$ cat config.mk
export PLATFORM = sky130hd
export DESIGN_NAME = ulp_event_regs
export DESIGN_NICKNAME = d
export VERILOG_FILES = /design/src/ulp_regs_pkg.sv /design/src/ulp_event_regs.sv
export SDC_FILE = /design/constraint.sdc
export NUM_CORES = 1
export LEC_CHECK = 0
export ABC_AREA = 1
export BUFFER_PORTS_ARGS = -buffer_cell sky130_fd_sc_hd__buf_2
export CAP_MARGIN = 0
export CORE_AREA = 2 2 106 108
export DETAILED_ROUTE_END_ITERATION = 12
export DIE_AREA = 0 0 108 110
export GPL_ROUTABILITY_DRIVEN = 0
export PLACE_DENSITY = 0.6
export SYNTH_ARGS = -nofsm -noshare
export SYNTH_HDL_FRONTEND = slang
export SYNTH_SLANG_ARGS = --single-unit
$ cat constraint.sdc
create_clock -name clk_sys -period 2.61 [get_ports clk_sys]
set_input_delay 0.261 -clock clk_sys [delete_from_list [all_inputs] [get_ports clk_sys]]
set_output_delay 0.261 -clock clk_sys [all_outputs]
set_load 0.02 [all_outputs]
$ cat src/ulp_regs_pkg.sv
package ulp_regs_pkg;

  // Register offsets on the link register port
  localparam logic [7:0] ULP_ADDR_EVENT_LATCH = 8'h14;
  localparam logic [7:0] ULP_ADDR_LINE_DEBUG  = 8'h15;
  localparam logic [7:0] ULP_ADDR_SCRATCH     = 8'h16;
  localparam logic [7:0] ULP_ADDR_SCRATCH_SET = 8'h17;
  localparam logic [7:0] ULP_ADDR_SCRATCH_CLR = 8'h18;
  localparam logic [7:0] ULP_ADDR_POWER_CTRL  = 8'h3d;

  localparam logic [7:0] ULP_RESET_BYTE = 8'h00;

  // Event latch bit positions
  localparam int ULP_EV_W    = 5;
  localparam int ULP_EV_ID   = 4;
  localparam int ULP_EV_SEND = 3;
  localparam int ULP_EV_SVLD = 2;
  localparam int ULP_EV_VBUS = 1;
  localparam int ULP_EV_RDET = 0;

  // Charger power control bit positions
  localparam int ULP_PC_FOUND  = 7;
  localparam int ULP_PC_SENSE  = 6;
  localparam int ULP_PC_DMREF  = 5;
  localparam int ULP_PC_WKPU   = 4;
  localparam int ULP_PC_DROP   = 3;
  localparam int ULP_PC_RISE   = 2;
  localparam int ULP_PC_DONE   = 1;
  localparam int ULP_PC_MANUAL = 0;

  // Layout of the synchronised pin vector
  localparam int ULP_SI_EV    = 0;
  localparam int ULP_SI_BVLD  = 5;
  localparam int ULP_SI_DMREF = 6;
  localparam int ULP_SI_FOUND = 7;
  localparam int ULP_SI_SENSE = 8;
  localparam int ULP_SI_LINE  = 9;
  localparam int ULP_SI_W     = 11;

  // Timing
  localparam int ULP_CLK_HZ       = 25_000_000;
  localparam int ULP_ID_MASK_MS   = 50;
  localparam int ULP_ID_MASK_CYC  = ULP_ID_MASK_MS * (ULP_CLK_HZ / 1000);
  localparam int ULP_ID_CNT_W     = 21;
  localparam logic [1:0] ULP_FILL_CYC = 2'h2;

  typedef enum logic [1:0] {
    ULP_INIT_FILL,
    ULP_INIT_SEED,
    ULP_INIT_RUN
  } ulp_init_t;

endpackage

$ cat src/ulp_event_regs.sv
`timescale 1ns/1ps
module ulp_event_regs
  import ulp_regs_pkg::*;
#(
  parameter int unsigned ID_MASK_CYCLES = ULP_ID_MASK_CYC
) (
  input  wire logic                clk_sys,
  input  wire logic                reset,
  input  wire logic [7:0]          reg_addr,
  input  wire logic [7:0]          reg_wdata,
  input  wire logic                reg_wr,
  input  wire logic                reg_rd,
  output logic      [7:0]          reg_rdata,
  output logic                     reg_rvalid,
  input  wire logic                id_grounded,
  input  wire logic                session_ended,
  input  wire logic                session_valid,
  input  wire logic                bus_power_valid,
  input  wire logic                remote_detached,
  input  wire logic                b_session_valid,
  input  wire logic                dminus_above_ref,
  input  wire logic                hw_charger_found,
  input  wire logic                hw_sense_source,
  input  wire logic [1:0]          bus_line_levels,
  input  wire logic [ULP_EV_W-1:0] int_en_rise,
  input  wire logic [ULP_EV_W-1:0] int_en_fall,
  input  wire logic                id_pullup_enable,
  input  wire logic                low_power_enter,
  input  wire logic                serial_mode_enter,
  input  wire logic                carkit_mode_enter,
  input  wire logic                sync_mode,
  input  wire logic                charger_pin_polarity,
  output logic                     charger_indicate_pin_o,
  output logic                     charger_indicate_pin_oe,
  output logic                     dplus_sense_source_en,
  output logic                     dplus_weak_pullup_en,
  output logic                     alt_event_flag,
  output logic                     charger_fsm_idle
);

  logic [ULP_SI_W-1:0]     pin_meta_q;
  logic [ULP_SI_W-1:0]     pin_q;
  ulp_init_t               init_q;
  logic [1:0]              fill_q;
  logic [ULP_EV_W-1:0]     prev_q;
  logic [ULP_EV_W-1:0]     latch_q;
  logic [ULP_ID_CNT_W-1:0] id_cnt_q;
  logic [7:0]              scratch_q;
  logic                    manual_q;
  logic                    found_q;
  logic                    sense_q;
  logic                    wkpu_q;
  logic                    drop_q;
  logic                    rise_q;
  logic                    bvld_prev_q;
  logic [7:0]              rdata_q;
  logic                    rvalid_q;
  logic                    alt_q;
  logic                    fsm_idle_q;
  logic                    chg_oe_q;
  logic                    sense_en_q;
  logic                    wkpu_en_q;

  logic                    run;
  logic [ULP_EV_W-1:0]     cur;
  logic [ULP_EV_W-1:0]     ev_mask;
  logic [ULP_EV_W-1:0]     ev_set;
  logic                    id_settled;
  logic                    rd_latch;
  logic                    mode_clr;
  logic                    pc_wr;
  logic                    takeover;
  logic                    bvld;
  logic [7:0]              pc_view;

  function automatic logic [7:0] apply_bits(input logic [7:0] old,
                                            input logic [7:0] mask,
                                            input logic       set);
    apply_bits = set ? (old | mask) : (old & ~mask);
  endfunction

  function automatic logic is_addr(input logic [7:0] a,
                                   input logic [7:0] b);
    is_addr = (a == b);
  endfunction

  // Analogue status pins are asynchronous to the link clock
  always_ff @(posedge clk_sys) begin
    pin_meta_q <= {bus_line_levels, hw_sense_source, hw_charger_found,
                   dminus_above_ref, b_session_valid, id_grounded,
                   session_ended, session_valid, bus_power_valid,
                   remote_detached};
    pin_q      <= pin_meta_q;
  end

  assign cur  = pin_q[ULP_SI_EV +: ULP_EV_W];
  assign bvld = pin_q[ULP_SI_BVLD];
  assign run  = (init_q == ULP_INIT_RUN);

  // Wait for the synchronisers to fill before seeding edge history
  always_ff @(posedge clk_sys) begin
    if (reset) begin
      init_q <= ULP_INIT_FILL;
      fill_q <= 2'h0;
    end else begin
      case (init_q)
        ULP_INIT_FILL: begin
          fill_q <= fill_q + 2'h1;
          if (fill_q == ULP_FILL_CYC) begin
            init_q <= ULP_INIT_SEED;
          end
        end
        ULP_INIT_SEED: init_q <= ULP_INIT_RUN;
        ULP_INIT_RUN:  init_q <= ULP_INIT_RUN;
        default:       init_q <= ULP_INIT_FILL;
      endcase
    end
  end

  always_ff @(posedge clk_sys) begin
    if (reset) begin
      id_cnt_q <= '0;
    end else if (!id_pullup_enable) begin
      id_cnt_q <= '0;
    end else if (!id_settled) begin
      id_cnt_q <= id_cnt_q + ULP_ID_CNT_W'(1);
    end
  end

  assign id_settled = id_pullup_enable &&
                      (32'(id_cnt_q) >= ID_MASK_CYCLES);

  always_comb begin
    ev_mask = '1;
    ev_mask[ULP_EV_ID] = id_settled;
  end

  // Edge detect gated by the per-edge enables
  assign ev_set = ((cur & ~prev_q & int_en_rise) |
                   (~cur & prev_q & int_en_fall)) &
                  ev_mask & {ULP_EV_W{run}};

  always_ff @(posedge clk_sys) begin
    if (reset) begin
      prev_q <= '0;
    end else begin
      prev_q <= cur;
    end
  end

  assign rd_latch = reg_rd && is_addr(reg_addr, ULP_ADDR_EVENT_LATCH);
  assign mode_clr = low_power_enter | serial_mode_enter | carkit_mode_enter;

  // A mode-entry clear still keeps an event of the same cycle
  always_ff @(posedge clk_sys) begin
    if (reset) begin
      latch_q <= '0;
    end else if (init_q == ULP_INIT_SEED) begin
      latch_q <= '0;
      latch_q[ULP_EV_RDET] <= cur[ULP_EV_RDET];
    end else if (rd_latch) begin
      latch_q <= '0;
    end else if (mode_clr) begin
      latch_q <= ev_set;
    end else begin
      latch_q <= latch_q | ev_set;
    end
  end

  always_ff @(posedge clk_sys) begin
    if (reset) begin
      scratch_q <= ULP_RESET_BYTE;
    end else if (reg_wr && is_addr(reg_addr, ULP_ADDR_SCRATCH)) begin
      scratch_q <= reg_wdata;
    end else if (reg_wr && is_addr(reg_addr, ULP_ADDR_SCRATCH_SET)) begin
      scratch_q <= apply_bits(scratch_q, reg_wdata, 1'b1);
    end else if (reg_wr && is_addr(reg_addr, ULP_ADDR_SCRATCH_CLR)) begin
      scratch_q <= apply_bits(scratch_q, reg_wdata, 1'b0);
    end
  end

  assign pc_wr    = reg_wr && is_addr(reg_addr, ULP_ADDR_POWER_CTRL);
  assign takeover = pc_wr && !manual_q && reg_wdata[ULP_PC_MANUAL];

  always_ff @(posedge clk_sys) begin
    if (reset) begin
      manual_q <= 1'b0;
      wkpu_q   <= 1'b0;
      drop_q   <= 1'b0;
      rise_q   <= 1'b0;
    end else if (pc_wr) begin
      manual_q <= reg_wdata[ULP_PC_MANUAL];
      wkpu_q   <= reg_wdata[ULP_PC_WKPU];
      drop_q   <= reg_wdata[ULP_PC_DROP];
      rise_q   <= reg_wdata[ULP_PC_RISE];
    end
  end

  // Found and sense bits only take write data once already manual
  always_ff @(posedge clk_sys) begin
    if (reset) begin
      found_q <= 1'b0;
      sense_q <= 1'b0;
    end else if (pc_wr && manual_q) begin
      found_q <= reg_wdata[ULP_PC_FOUND];
      sense_q <= reg_wdata[ULP_PC_SENSE];
    end else if (!manual_q) begin
      found_q <= pin_q[ULP_SI_FOUND];
      sense_q <= pin_q[ULP_SI_SENSE];
    end
  end

  always_comb begin
    pc_view                = 8'h00;
    pc_view[ULP_PC_FOUND]  = found_q;
    pc_view[ULP_PC_SENSE]  = sense_q;
    pc_view[ULP_PC_DMREF]  = pin_q[ULP_SI_DMREF];
    pc_view[ULP_PC_WKPU]   = wkpu_q;
    pc_view[ULP_PC_DROP]   = drop_q;
    pc_view[ULP_PC_RISE]   = rise_q;
    pc_view[ULP_PC_DONE]   = found_q & ~manual_q;
    pc_view[ULP_PC_MANUAL] = manual_q;
  end

  // Register read path, one cycle after the strobe
  always_ff @(posedge clk_sys) begin
    if (reset) begin
      rdata_q  <= 8'h00;
      rvalid_q <= 1'b0;
    end else begin
      rvalid_q <= reg_rd;
      if (reg_rd) begin
        case (reg_addr)
          ULP_ADDR_EVENT_LATCH:
            rdata_q <= 8'(latch_q | ev_set);
          ULP_ADDR_LINE_DEBUG:
            rdata_q <= 8'(pin_q[ULP_SI_LINE +: 2]);
          ULP_ADDR_SCRATCH, ULP_ADDR_SCRATCH_SET, ULP_ADDR_SCRATCH_CLR:
            rdata_q <= scratch_q;
          ULP_ADDR_POWER_CTRL:
            rdata_q <= pc_view;
          default:
            rdata_q <= 8'h00;
        endcase
      end
    end
  end

  always_ff @(posedge clk_sys) begin
    if (reset) begin
      bvld_prev_q <= 1'b0;
      alt_q       <= 1'b0;
    end else begin
      bvld_prev_q <= bvld;
      alt_q       <= run &&
                     ((drop_q && bvld_prev_q && !bvld) ||
                      (rise_q && !bvld_prev_q && bvld));
    end
  end

  // Sense source kept at its captured level, so dead-battery
  // detection stays enabled across the hand-over
  always_ff @(posedge clk_sys) begin
    if (reset) begin
      fsm_idle_q <= 1'b0;
      chg_oe_q   <= 1'b0;
      sense_en_q <= 1'b0;
      wkpu_en_q  <= 1'b0;
    end else begin
      fsm_idle_q <= takeover;
      chg_oe_q   <= manual_q ? found_q
                             : pin_q[ULP_SI_FOUND];
      sense_en_q <= manual_q ? sense_q : pin_q[ULP_SI_SENSE];
      wkpu_en_q  <= wkpu_q && sync_mode &&
                    cur[ULP_EV_SVLD];
    end
  end

  assign reg_rdata               = rdata_q;
  assign reg_rvalid              = rvalid_q;
  assign alt_event_flag          = alt_q;
  assign charger_fsm_idle        = fsm_idle_q;
  assign charger_indicate_pin_oe = chg_oe_q;
  assign charger_indicate_pin_o  = charger_pin_polarity;
  assign dplus_sense_source_en   = sense_en_q;
  assign dplus_weak_pullup_en    = wkpu_en_q;
endmodule

==> results list, run 1 <==
- Grouping stages by cell kind, the critical path spends the most delay in simple AND/OR/NAND/NOR gates.
- After legalization and detailed placement, the total HPWL measured 6300 µm.
- Top library cells by usage in the layout, fill and taps aside: nand2_1 (99), dfxtp_1 (86), buf_2 (59)
- After floorplanning, the core was sized to cover 10700 µm².
* Number of optimization iterations in the first detailed-route pass: 4
* Sequential standard cell area: 1720 µm²
- Adding up every negative setup slack in the final design gives 0 ps.
- In the synthesized netlist, the number of instances is 482.
* Slew headroom: 61.0%
* Number of antenna violations at the first check in global routing: 0
- The number of nets in the synthesized netlist is 536.
* Filler Cell Count: 1117
- Largest net degree at the start of global routing: 29
* Synthesized area divided by synthesized cell count: 7.61 µm²
* Startpoint kind of the worst setup timing path: register
- Tcrit/Tclk final: 70.4%
- Post-CTS timing repair inserted 0 buffers for setup.
- Async S/R FF share, synth: 0%
- Ranking of synthesized cells by area: dfxtp_1 (47%), nand2_1 (10%), a21oi_1 (7.4%), inv_1 (5.4%), o21ai_0 (5.2%)
- Clock slew seen by the registers of the worst setup and hold paths: 90 ps
- Critical path class: register to register
- Cell at the root of the clock tree: clkbuf_8
- Cell taking the most area after synthesis: dfxtp_1
* Total Nets Final: 605
* Via density per instance: 4.77
- The floorplan has 38 rows.
* Drt total wl: 8590 µm
- The clock arrives with 11.3 ps of skew.
- Cells with a size suffix above 1 make up 15.8% of the layout.
- Setup repair after global routing missed its margin: false
- Worst EP arrival: 2150 ps
- The first global-routing pass estimated 14400 µm of wire.
- Timing-limited maximum frequency: 0.544 GHz
* DRC marker count from the first detailed-route iteration: 142
- Min Hold Slack: 134 ps
* Cell area power density: 597 nW/µm²
- Horiz. Die Dim: 108 µm
- Count of pins on the block boundary: 62
* Design area: 4380 µm²
* Slowest Stage Delay on Critical Path: 400 ps
- Among the stages of the critical path, the cell type that occurs most often is nand2_1.
* Port bufs: 59
- Die ar.: 11900 µm²
- After detailed routing, the number of remaining DRC violations is 0.
- Count of unique library cells instantiated by Yosys: 37
- During synthesis, Yosys emitted a total of 0 warnings.
- Number of vias after detailed routing: 3323
- After synthesis, flip-flops and latches occupy 46.9% of the total area.
- For the finished layout, the period the worst path requires is 1840 ps.
- Hold Path Class: primary input to register
- Across all setup checks in the final design, the least slack found is 773 ps.
- Peak fanout along the critical path: 17
* Series of cell instances along the critical path: inv_1 > nand2_1 > nor2_1 > inv_1 > nor2_1 > nand2_1 > nand3_2 > nand2_4 > nand3_4 > nor2_4 > nand2_1 > nand2_1 > inv_1 > nor2_1
* Final count of pins violating max slew: 0
- Minimum setup slack after placement: 797 ps
* Setup Viol. Count Final: 0
* Wire length per cell after detailed routing: 12.3 µm
- The flow ran to the end, and the final reports show no timing, DRC or antenna violations.
- Measured slew at the worst slew-check pin: 581 ps
- Number of buffer and inverter instances along the worst setup path: 3
* Placed standard-cell area: 4080 µm²
* Area of the multi-input gates: 1660 µm²
- Worst Path Required: 2920 ps
- TritonCTS built the clock tree.
* Most frequent standard cell in the layout excluding fill and tap cells: nand2_1
* Cell with the biggest individual delay on the critical path: dfxtp_1
- Starting utilization of the core area: 34.3%
- Max-cap violations in this run came to 0.
- In this run, post-CTS hold repair placed 11 buffers.
* Total global-route track usage: 15.6%
- In this run the number of H-tree levels came out at 3.
* Synth-to-Final Area Change: 19.4%
* Number of flops mapped to enable cells by yosys: 0
- The count of nets left with antenna violations once routing finished came out at 0.
- Clk_lat worst skew: 370 ps
* Sort of element at the end of the critical path: register
- Vertical die dimension: 110 µm
- The final count of hold timing violations came to 0.
- Quantity of gates resized following cts: 0
- M1 WL: 3990 µm
* Grt ovf: 0
- Met2 wire length: 4050 µm
* Number of global-route vias before repair: 3149
- Uppermost routed layer: met4
- Maximum clock path buffer count: 2
- Most common flop cell mapped by yosys: dfxtp_1
* Leakage dissipation: 0.00178 µW
- Number of antenna cells inserted: 0
- Worst IR drop on VDD: 0.000449 V
- Number of clock sinks: 86
- Metal3 WL: 381 µm
- The synthesized design contains 86 register bits.
* Synthesized cell area: 3670 µm²
- Num CTS Buffers: 9
- Share of Yosys cell area claimed by the top area cell type: 46.9%
## worst paths after layout
path	start	slack, ps	to	cells after the start
setup / recovery	id_cnt_q[19]	770	id_cnt_q[15]	14
hold / removal	reg_wdata[4]	130	wkpu_q	3
hold reg to reg	pin_meta_q[1]	330	pin_q[1]	0
setup reg to reg	id_cnt_q[19]	770	id_cnt_q[15]	14
## cell usage after synthesis (all sizes together), types with 6 or more instances
| master | count |
|---|---|
| nor3 | 14 |
| nor2 | 46 |
| o21ai | 40 |
| ha | 7 |
| nand2 | 100 |
| buf | 6 |
| inv | 56 |
| clkbuf | 7 |
| nand3 | 31 |
| dfxtp | 86 |
| a21oi | 55 |
| nand4 | 12 |
## flip-flops by register name (all words and copies together), names as in the netlist, 2 cells and up, named ones only
register	flops
id_cnt_q	21
pin_meta_q	11
pin_q	11
reg_rdata	8
latch_q	5
prev_q	5
fill_q	2
init_q	2
## layout make-up
cell class | count | share of cell area [%]
clock buffers | 13 | 3.86
multi-input cells | 326 | 37.9
repair buffers | 71 | 9.43
clock inverters | 3 | 0.600
inverters | 57 | 4.88
flip-flops and latches | 86 | 39.3
well taps | 140 | 4.00
## cell families after synthesis
family          synth area share, %
fa+ha+maj                      2.39
simple gates                   26.3
buf+inv                        7.74
flops                          46.9
compound gates                 15.0
xor+xnor                       1.67
## layer usage
| metal | track usage [%] | vias up |
|---|---|---|
| li1 | - | 1724 |
| met3 | 5.06 | 14 |
| met4 | 6.50 | 0 |
| met5 | 0 | - |
| met1 | 19.4 | 1512 |
| met2 | 25.1 | 73 |
## worst register-to-register path, cell delays in order, from the launching register on
cell and delay, ps:
dfxtp_1 400, inv_1 60, nand2_1 80, nor2_1 60, inv_1 50, nor2_1 40
nand2_1 80, nand3_2 240, nand2_4 280, nand3_4 130, nor2_4 110, nand2_1 60
nand2_1 60, inv_1 40, nor2_1 90
## per-stage QoR
step,cells,utilization [%],power (µW)
2_1_floorplan,482,-,1620
3_3_place_gp,669,38.1,1710
3_5_place_dp,669,38.1,1730
4_1_cts,696,40.9,2650
5_1_grt,696,40.9,2760
6_report,696,40.9,2610
## power by group
group | internal [µW] | switching [µW]
combinational | 111 | 189
clock | 431 | 479
sequential | 1380 | 25.6
total | 1920 | 694
No activity file was read; power rests on OpenSTA's default activity.
==> inputs of run 2 (changes only) <==
--- a/config.mk
+++ b/config.mk
@@ -12,7 +12,7 @@
 export DETAILED_ROUTE_END_ITERATION = 12
 export DIE_AREA = 0 0 108 110
 export GPL_ROUTABILITY_DRIVEN = 0
-export PLACE_DENSITY = 0.6
+export PLACE_DENSITY = 0.62
 export SYNTH_ARGS = -nofsm -noshare
 export SYNTH_HDL_FRONTEND = slang
 export SYNTH_SLANG_ARGS = --single-unit
==> constraint.sdc (replaced) <==
create_clock -name clk_sys -period 1.52 [get_ports clk_sys]
set_input_delay 0.152 -clock clk_sys [delete_from_list [all_inputs] [get_ports clk_sys]]
set_output_delay 0.152 -clock clk_sys [all_outputs]
set_load 0.02 [all_outputs]
==> results list, run 2 (same netlist as run 1, synthesis figures left out) <==
- The flow ran to the end, but the final reports show violations.
- Failing checks: negative setup slack
- Critical path class: register to register
- The worst setup path is captured at a register.
* Setup Viol. Count Final: 1
- Entering global routing, the biggest net connects 28 pins.
- Fraction of layout cells with a size suffix above 1: 31.6%
- Clock-pin slew was measured on the worst setup and hold paths at 90 ps.
- Dividing the detail-routed via count by the number of cells gives 4.72.
- TritonCTS clock tree: yes
- Number of clock sinks: 86
- Dividing the final minimum period by the clock period gives 101%.
- Net Sw Power: 1240 µW
* Number of antenna cells inserted: 0
- Top library cells by usage in the layout, fill and taps aside: nand2_1 (91), dfxtp_1 (72), buf_2 (59)
- The initial antenna violation count came to 0.
- Total global-route track usage: 16.2%
- Horiz. Die Dim: 108 µm
* Area of the core: 10700 µm²
- In the final routed layout, each cell accounts on average for 12.3 µm.
- In this run the cell area measured after placement is 4410 µm².
- Pwr Total: 4610 µW
* Vertical die dimension: 110 µm
* Setup repair after global routing missed its margin: true
* Count of pins on the block boundary: 62
* Cell area power density: 925 nW/µm²
- DRC marker count from the first detailed-route iteration: 148
- Worst IR drop on VDD: 0.000560 V
* MaxCap Viol Count: 0
- After layout, the worst setup slack is -20.4 ps.
* Worst EP arrival: 1810 ps
* Clk_lat worst skew: 370 ps
* Share of power burned in the clock network: 34.6%
- The HPWL after detailed placement is 6710 µm.
- The first global-routing pass estimated 15100 µm of wire.
- Filler Cell Count: 1058
- Setup total negative slack on the finished layout was measured at -20.4 ps.
- Number of vias after detailed routing: 3523
* Grt ovf: 0
* Slew headroom: 74.6%
- Number of optimization iterations in the first detailed-route pass: 7
- Maximum clock path buffer count: 2
* Final number of hold-violating endpoints: 0
- The floorplan step defined a die boundary enclosing 11900 µm².
- Total Nets Final: 656
- The number of global-route vias before repair is 3417.
* Drt total wl: 9180 µm
- The register with the most flip-flops in the layout has 21 of them.
- Most frequent standard cell in the layout excluding fill and tap cells: nand2_1
- The smallest clock period supported by the final layout is computed as 1540 ps.
- The H-tree was split into 3 levels.
* Synth-to-Final Area Change: 35.8%
- The floorplan has 38 rows.
- After detailed routing, the number of remaining DRC violations is 0.
- Largest clock skew in the final design: 14.1 ps
- The largest registers in the layout are id_cnt_q: 21 flops, pin_meta_q: 11 flops, pin_q: 11 flops.
- Hold Path Class: primary input to register
* Final count of pins violating max slew: 0
- Startpoint kind of the worst setup timing path: register
- Register ranked first by flip-flop count: id_cnt_q
* Num CTS Buffers: 9
- Number of antenna-violating nets in the routed design: 0
* Port bufs: 59
- Sequential cells account for 52.4% of the total power.
- The analysis attributes to cell leakage a power of 0.00208 µW.
- The share of total power dissipated in combinational logic is 13.0%.
- Measured slew at the worst slew-check pin: 379 ps
- Starting utilization of the core area: 34.3%
* Worst Path Required: 1790 ps
- Static timing analysis puts the maximum clock frequency at 0.649 GHz.
- Switching Share: 26.9%
- Peak fanout along the critical path: 5
* Internal power: 3370 µW
- Summing all non-filler instances in the final layout gives an area of 4980 µm².
- CTS placed an instance of clkbuf_8 at the clock tree root.
## run 2: layout make-up
class	count	area, µm²	area share (%)
Multi-Input combinational cell	327	1860	37.4
Sequential cell	86	1740	34.9
Timing Repair Buffer	121	800	16.1
Inverter	57	214	4.30
Tap cell	140	175	3.52
Clock buffer	10	128	2.56
Clock inverter	6	62.6	1.26
## run 2: routing by layer
| layer | share of wire [%] | routed length (µm) | GRT usage [%] |
|---|---|---|---|
| met1 | 44 | 4050 | 19.2 |
| met3 | 4.1 | 379 | 3.00 |
| met4 | 2.4 | 220 | 7.60 |
| met2 | 49 | 4520 | 28.3 |
| met5 | 0 | 0 | 0 |
## run 2: metrics by stage
stage          hold slack, ps  worst slack [ps]  cells  util, %
6_report                 19.4             -20.4    747     46.5
5_1_grt                  9.89              -146    747     46.5
4_1_cts                  5.41            -0.608    743     44.4
2_1_floorplan             180              34.2    482        -
3_3_place_gp              254             -53.1    714     41.3
3_5_place_dp              256             -83.4    714     41.3
## run 2: worst paths after layout
| kind | start | endpoint | slack (ps) | cells after the start |
|---|---|---|---|---|
| setup / recovery | id_cnt_q[13] | id_cnt_q[15] | -20 | 12 |
| hold / removal | sync_mode | dplus_weak_pullup_en | 20 | 2 |
| hold reg to reg | pin_meta_q[2] | pin_q[2] | 320 | 0 |
| setup reg to reg | id_cnt_q[13] | id_cnt_q[15] | -20 | 12 |
## run 2: what timing repair did
action,CTS,global route
hold buffers,11,0
resized for setup,10,62
pin swaps,4,24
setup endpoints to repair,19,26
hold endpoints to repair,11,0
buffers inserted,2,3
gates cloned,0,1
## run 2: worst max-delay path, stage by stage (launching register included)
cell and delay, ps:
dfxtp_2 360, nor2_4 130, nand2_1 50, nand3_1 70
nand2_1 50, inv_1 80, nand3_4 130, nand2_4 130
nand3_4 100, nor2_4 140, nand3_1 70, nand2_1 70
nor2_1 50
## run 2: power by group through the flow
stage / logic (µW) / clock network (µW) / registers (µW)
3_3_place_gp: 526 / 0 / 2460
2_1_floorplan: 325 / 0 / 2460
6_report: 601 / 1590 / 2420
4_1_cts: 584 / 1620 / 2410
3_5_place_dp: 552 / 0 / 2460
5_1_grt: 692 / 1730 / 2430
==> inputs of run 3 (changes only) <==
--- a/config.mk
+++ b/config.mk
@@ -13,6 +13,7 @@
 export DIE_AREA = 0 0 108 110
 export GPL_ROUTABILITY_DRIVEN = 0
 export PLACE_DENSITY = 0.62
+export SETUP_SLACK_MARGIN = 0.02
 export SYNTH_ARGS = -nofsm -noshare
 export SYNTH_HDL_FRONTEND = slang
 export SYNTH_SLANG_ARGS = --single-unit
==> results list, run 3 (same netlist as run 1, synthesis figures left out) <==
* Status: finished, final reports clean
- The worst pin sits at a relative slew slack of 75.4%.
* Via density per instance: 4.70
- Number of clock sinks: 86
* Kind of cell with the highest combined delay on the critical path: simple AND/OR/NAND/NOR gates
- Setup repair after global routing missed its margin: true
- Wire length per cell after detailed routing: 12.2 µm
* Area of the core: 10700 µm²
- Count of pins on the block boundary: 62
- Pwr Total: 4600 µW
- Hold Path Class: primary input to register
* Final count of pins violating max slew: 0
* Clock slew seen by the registers of the worst setup and hold paths: 90 ps
- Number of antenna violations at the first check in global routing: 0
- The routed design could run at a clock period as short as 1510 ps.
* Total Nets Final: 656
- Largest net degree at the start of global routing: 28
- The wire-length estimate of the detail-placed layout is 6710 µm.
- In this run the remaining antenna-violating nets after routing total 0.
- Timing-limited maximum frequency: 0.660 GHz
- Summed over all nets, the switching power comes to 1230 µW.
- Share of power burned in the clock network: 34.2%
- The final route contains 3509 vias.
* Hold Crit Endpoint: dplus_weak_pullup_en
- FF-to-FF End: id_cnt_q[15]
- The share of total power dissipated in combinational logic is 13.5%.
* Sort of element at the end of the critical path: register
* Synth-to-Final Area Change: 35.4%
- The critical path is of the register to register type.
- The multi-input combinational cells in the finished layout cover a total of 1830 µm².
* Clk_lat worst skew: 360 ps
- Filler Cell Count: 1061
- Measured slew at the worst slew-check pin: 368 ps
* Register ranked first by flip-flop count: id_cnt_q
- The die covers 11900 µm².
* Critical R2R Launch: id_cnt_q[14]
* Number of buffer and inverter instances along the worst setup path: 1
- Cell at the root of the clock tree: clkbuf_8
- TritonCTS clock tree: yes
* DRC marker count from the first detailed-route iteration: 146
- In this run, CTS created clock tree buffers numbering 9.
- IR analysis of the VDD net gives a maximum drop of 0.000552 V.
- Min Hold Slack: 27.5 ps
- Drt total wl: 9120 µm
- Of the cells placed in the final design, the portion with a size suffix greater than 1 is 32.6%.
- The total overflow left after global routing is 0.
- Across every metal layer, demand over resource in global routing totals 16.4%.
- Startpoint kind of the worst setup timing path: register
- Of all nets on the critical path, the largest fanout is 5.
* Design area: 4970 µm²
* Reg power frac: 52.3%
- Leakage dissipation: 0.00204 µW
- The internal power of the cells totals 3370 µW.
* Cell area power density: 926 nW/µm²
* Start point of the worst min-delay path: sync_mode
- Slowest Stage Delay on Critical Path: 360 ps
- Number of optimization iterations in the first detailed-route pass: 4
* Worst EP arrival: 1770 ps
- Setup violations remaining at the end of the flow were counted as 0.
- Measured along the y axis, the die boundary spans 110 µm.
- Reg2reg setup slack: 6 ps
- Starting utilization of the core area: 34.3%
- Worst hold path stage count: 2
- After layout, the worst path uses 99.6% of the clock period.
- CTS built an H-tree with a depth of 3.
- From left edge to right edge, the die measures 108 µm.
* Maximum clock path buffer count: 2
- The signal on the critical path passes through nor2_4 > nand2_1 > nand3_1 > nand2_1 > inv_2 > nand3_4 > nand2_4 > nand3_4 > nor2_4 > nand3_1 > nand2_1 > nor2_1.
- Max-cap violations in this run came to 0.
* Most frequent standard cell in the layout excluding fill and tap cells: nand2_1
- In this run, placement finished with an instance count of 714.
- Cell with the biggest individual delay on the critical path: dfxtp_2
- Port bufs: 59
- Largest register FFs: 21
- Placed standard-cell area: 4410 µm²
* Top flop regs: id_cnt_q: 21 flops, pin_meta_q: 11 flops, pin_q: 11 flops
- Most Frequent Cell on Critical Path: nand2_1
- After floorplanning, the core was divided into 38 placement rows.
* Remaining DRCs: 0
* Top library cells by usage in the layout, fill and taps aside: nand2_1 (92), dfxtp_1 (68), buf_2 (59)
- Sequential standard cell area: 1760 µm²
- Measured in cells, the most critical reg-to-reg path has a length of 12.
- Switching Share: 26.8%
- Leaving out filler cells and counting taps, the final layout contains 747.
- Final number of hold-violating endpoints: 0
* Number of global-route vias before repair: 3467
- The repair_antennas step left the layout with diodes totalling 0.
- Worst Path Required: 1780 ps
* Largest clock skew in the final design: 13.6 ps
* First-pass GRT wire length: 15300 µm
## run 3: cell type report
class / instances / share of cell area (%)
inverters: 57 / 4.36
repair buffers: 121 / 16.0
well taps: 140 / 3.53
clock inverters: 6 / 1.26
multi-input cells: 327 / 36.9
clock buffers: 10 / 2.57
flip-flops and latches: 86 / 35.4
## run 3: worst reg2reg max path: stages (launching register included)
cell     delay (ps)
dfxtp_2         360
nor2_4          130
nand2_1          60
nand3_1          70
nand2_1          60
inv_2            60
nand3_4         120
nand2_4         130
nand3_4         110
nor2_4          140
nand3_1          70
nand2_1          60
nor2_1           50
## run 3: routing by layer
metal	GRT usage (%)	vias up	share of wire, %
met5	0	-	0
met3	3.06	8	4.3
met2	28.4	75	50
met1	19.4	1598	45
li1	-	1828	-
met4	8.15	0	0.95
## run 3: worst max path at each step
stage                 start            to  cells after the start
6_report       id_cnt_q[14]  id_cnt_q[15]                     12
5_1_grt        id_cnt_q[18]  reg_rdata[4]                     13
4_1_cts        id_cnt_q[18]  reg_rdata[4]                     13
3_5_place_dp    reg_addr[7]  reg_rdata[3]                      9
3_3_place_gp    reg_addr[7]  reg_rdata[3]                      9
2_1_floorplan   id_cnt_q[0]  id_cnt_q[16]                      7
## run 3: per-stage QoR
stage	TNS, ps	setup WS (ps)	util, %
floorplan	0	34.2	-
global placement	-261	-53.1	41.3
detailed placement	-697	-83.4	41.3
CTS	-4.26	-4.26	44.6
global route	-869	-114	46.4
finish	0	5.70	46.4
## run 3: power groups by stage
stage	Sequential (µW)	Clock (µW)	Combinational (µW)
finish	2400	1570	619
global route	2420	1730	703
CTS	2410	1620	585
detailed placement	2460	0	552
global placement	2460	0	526
floorplan	2460	0	325
## run 3: repair_timing
action / in CTS / in global routing
setup buffers: 2 / 3
gates cloned: 1 / 0
pin swaps: 4 / 15
endpoints found under the setup margin: 21 / 26
endpoints found under the hold margin: 11 / 0
hold buffers: 11 / 0
resized for setup: 13 / 70
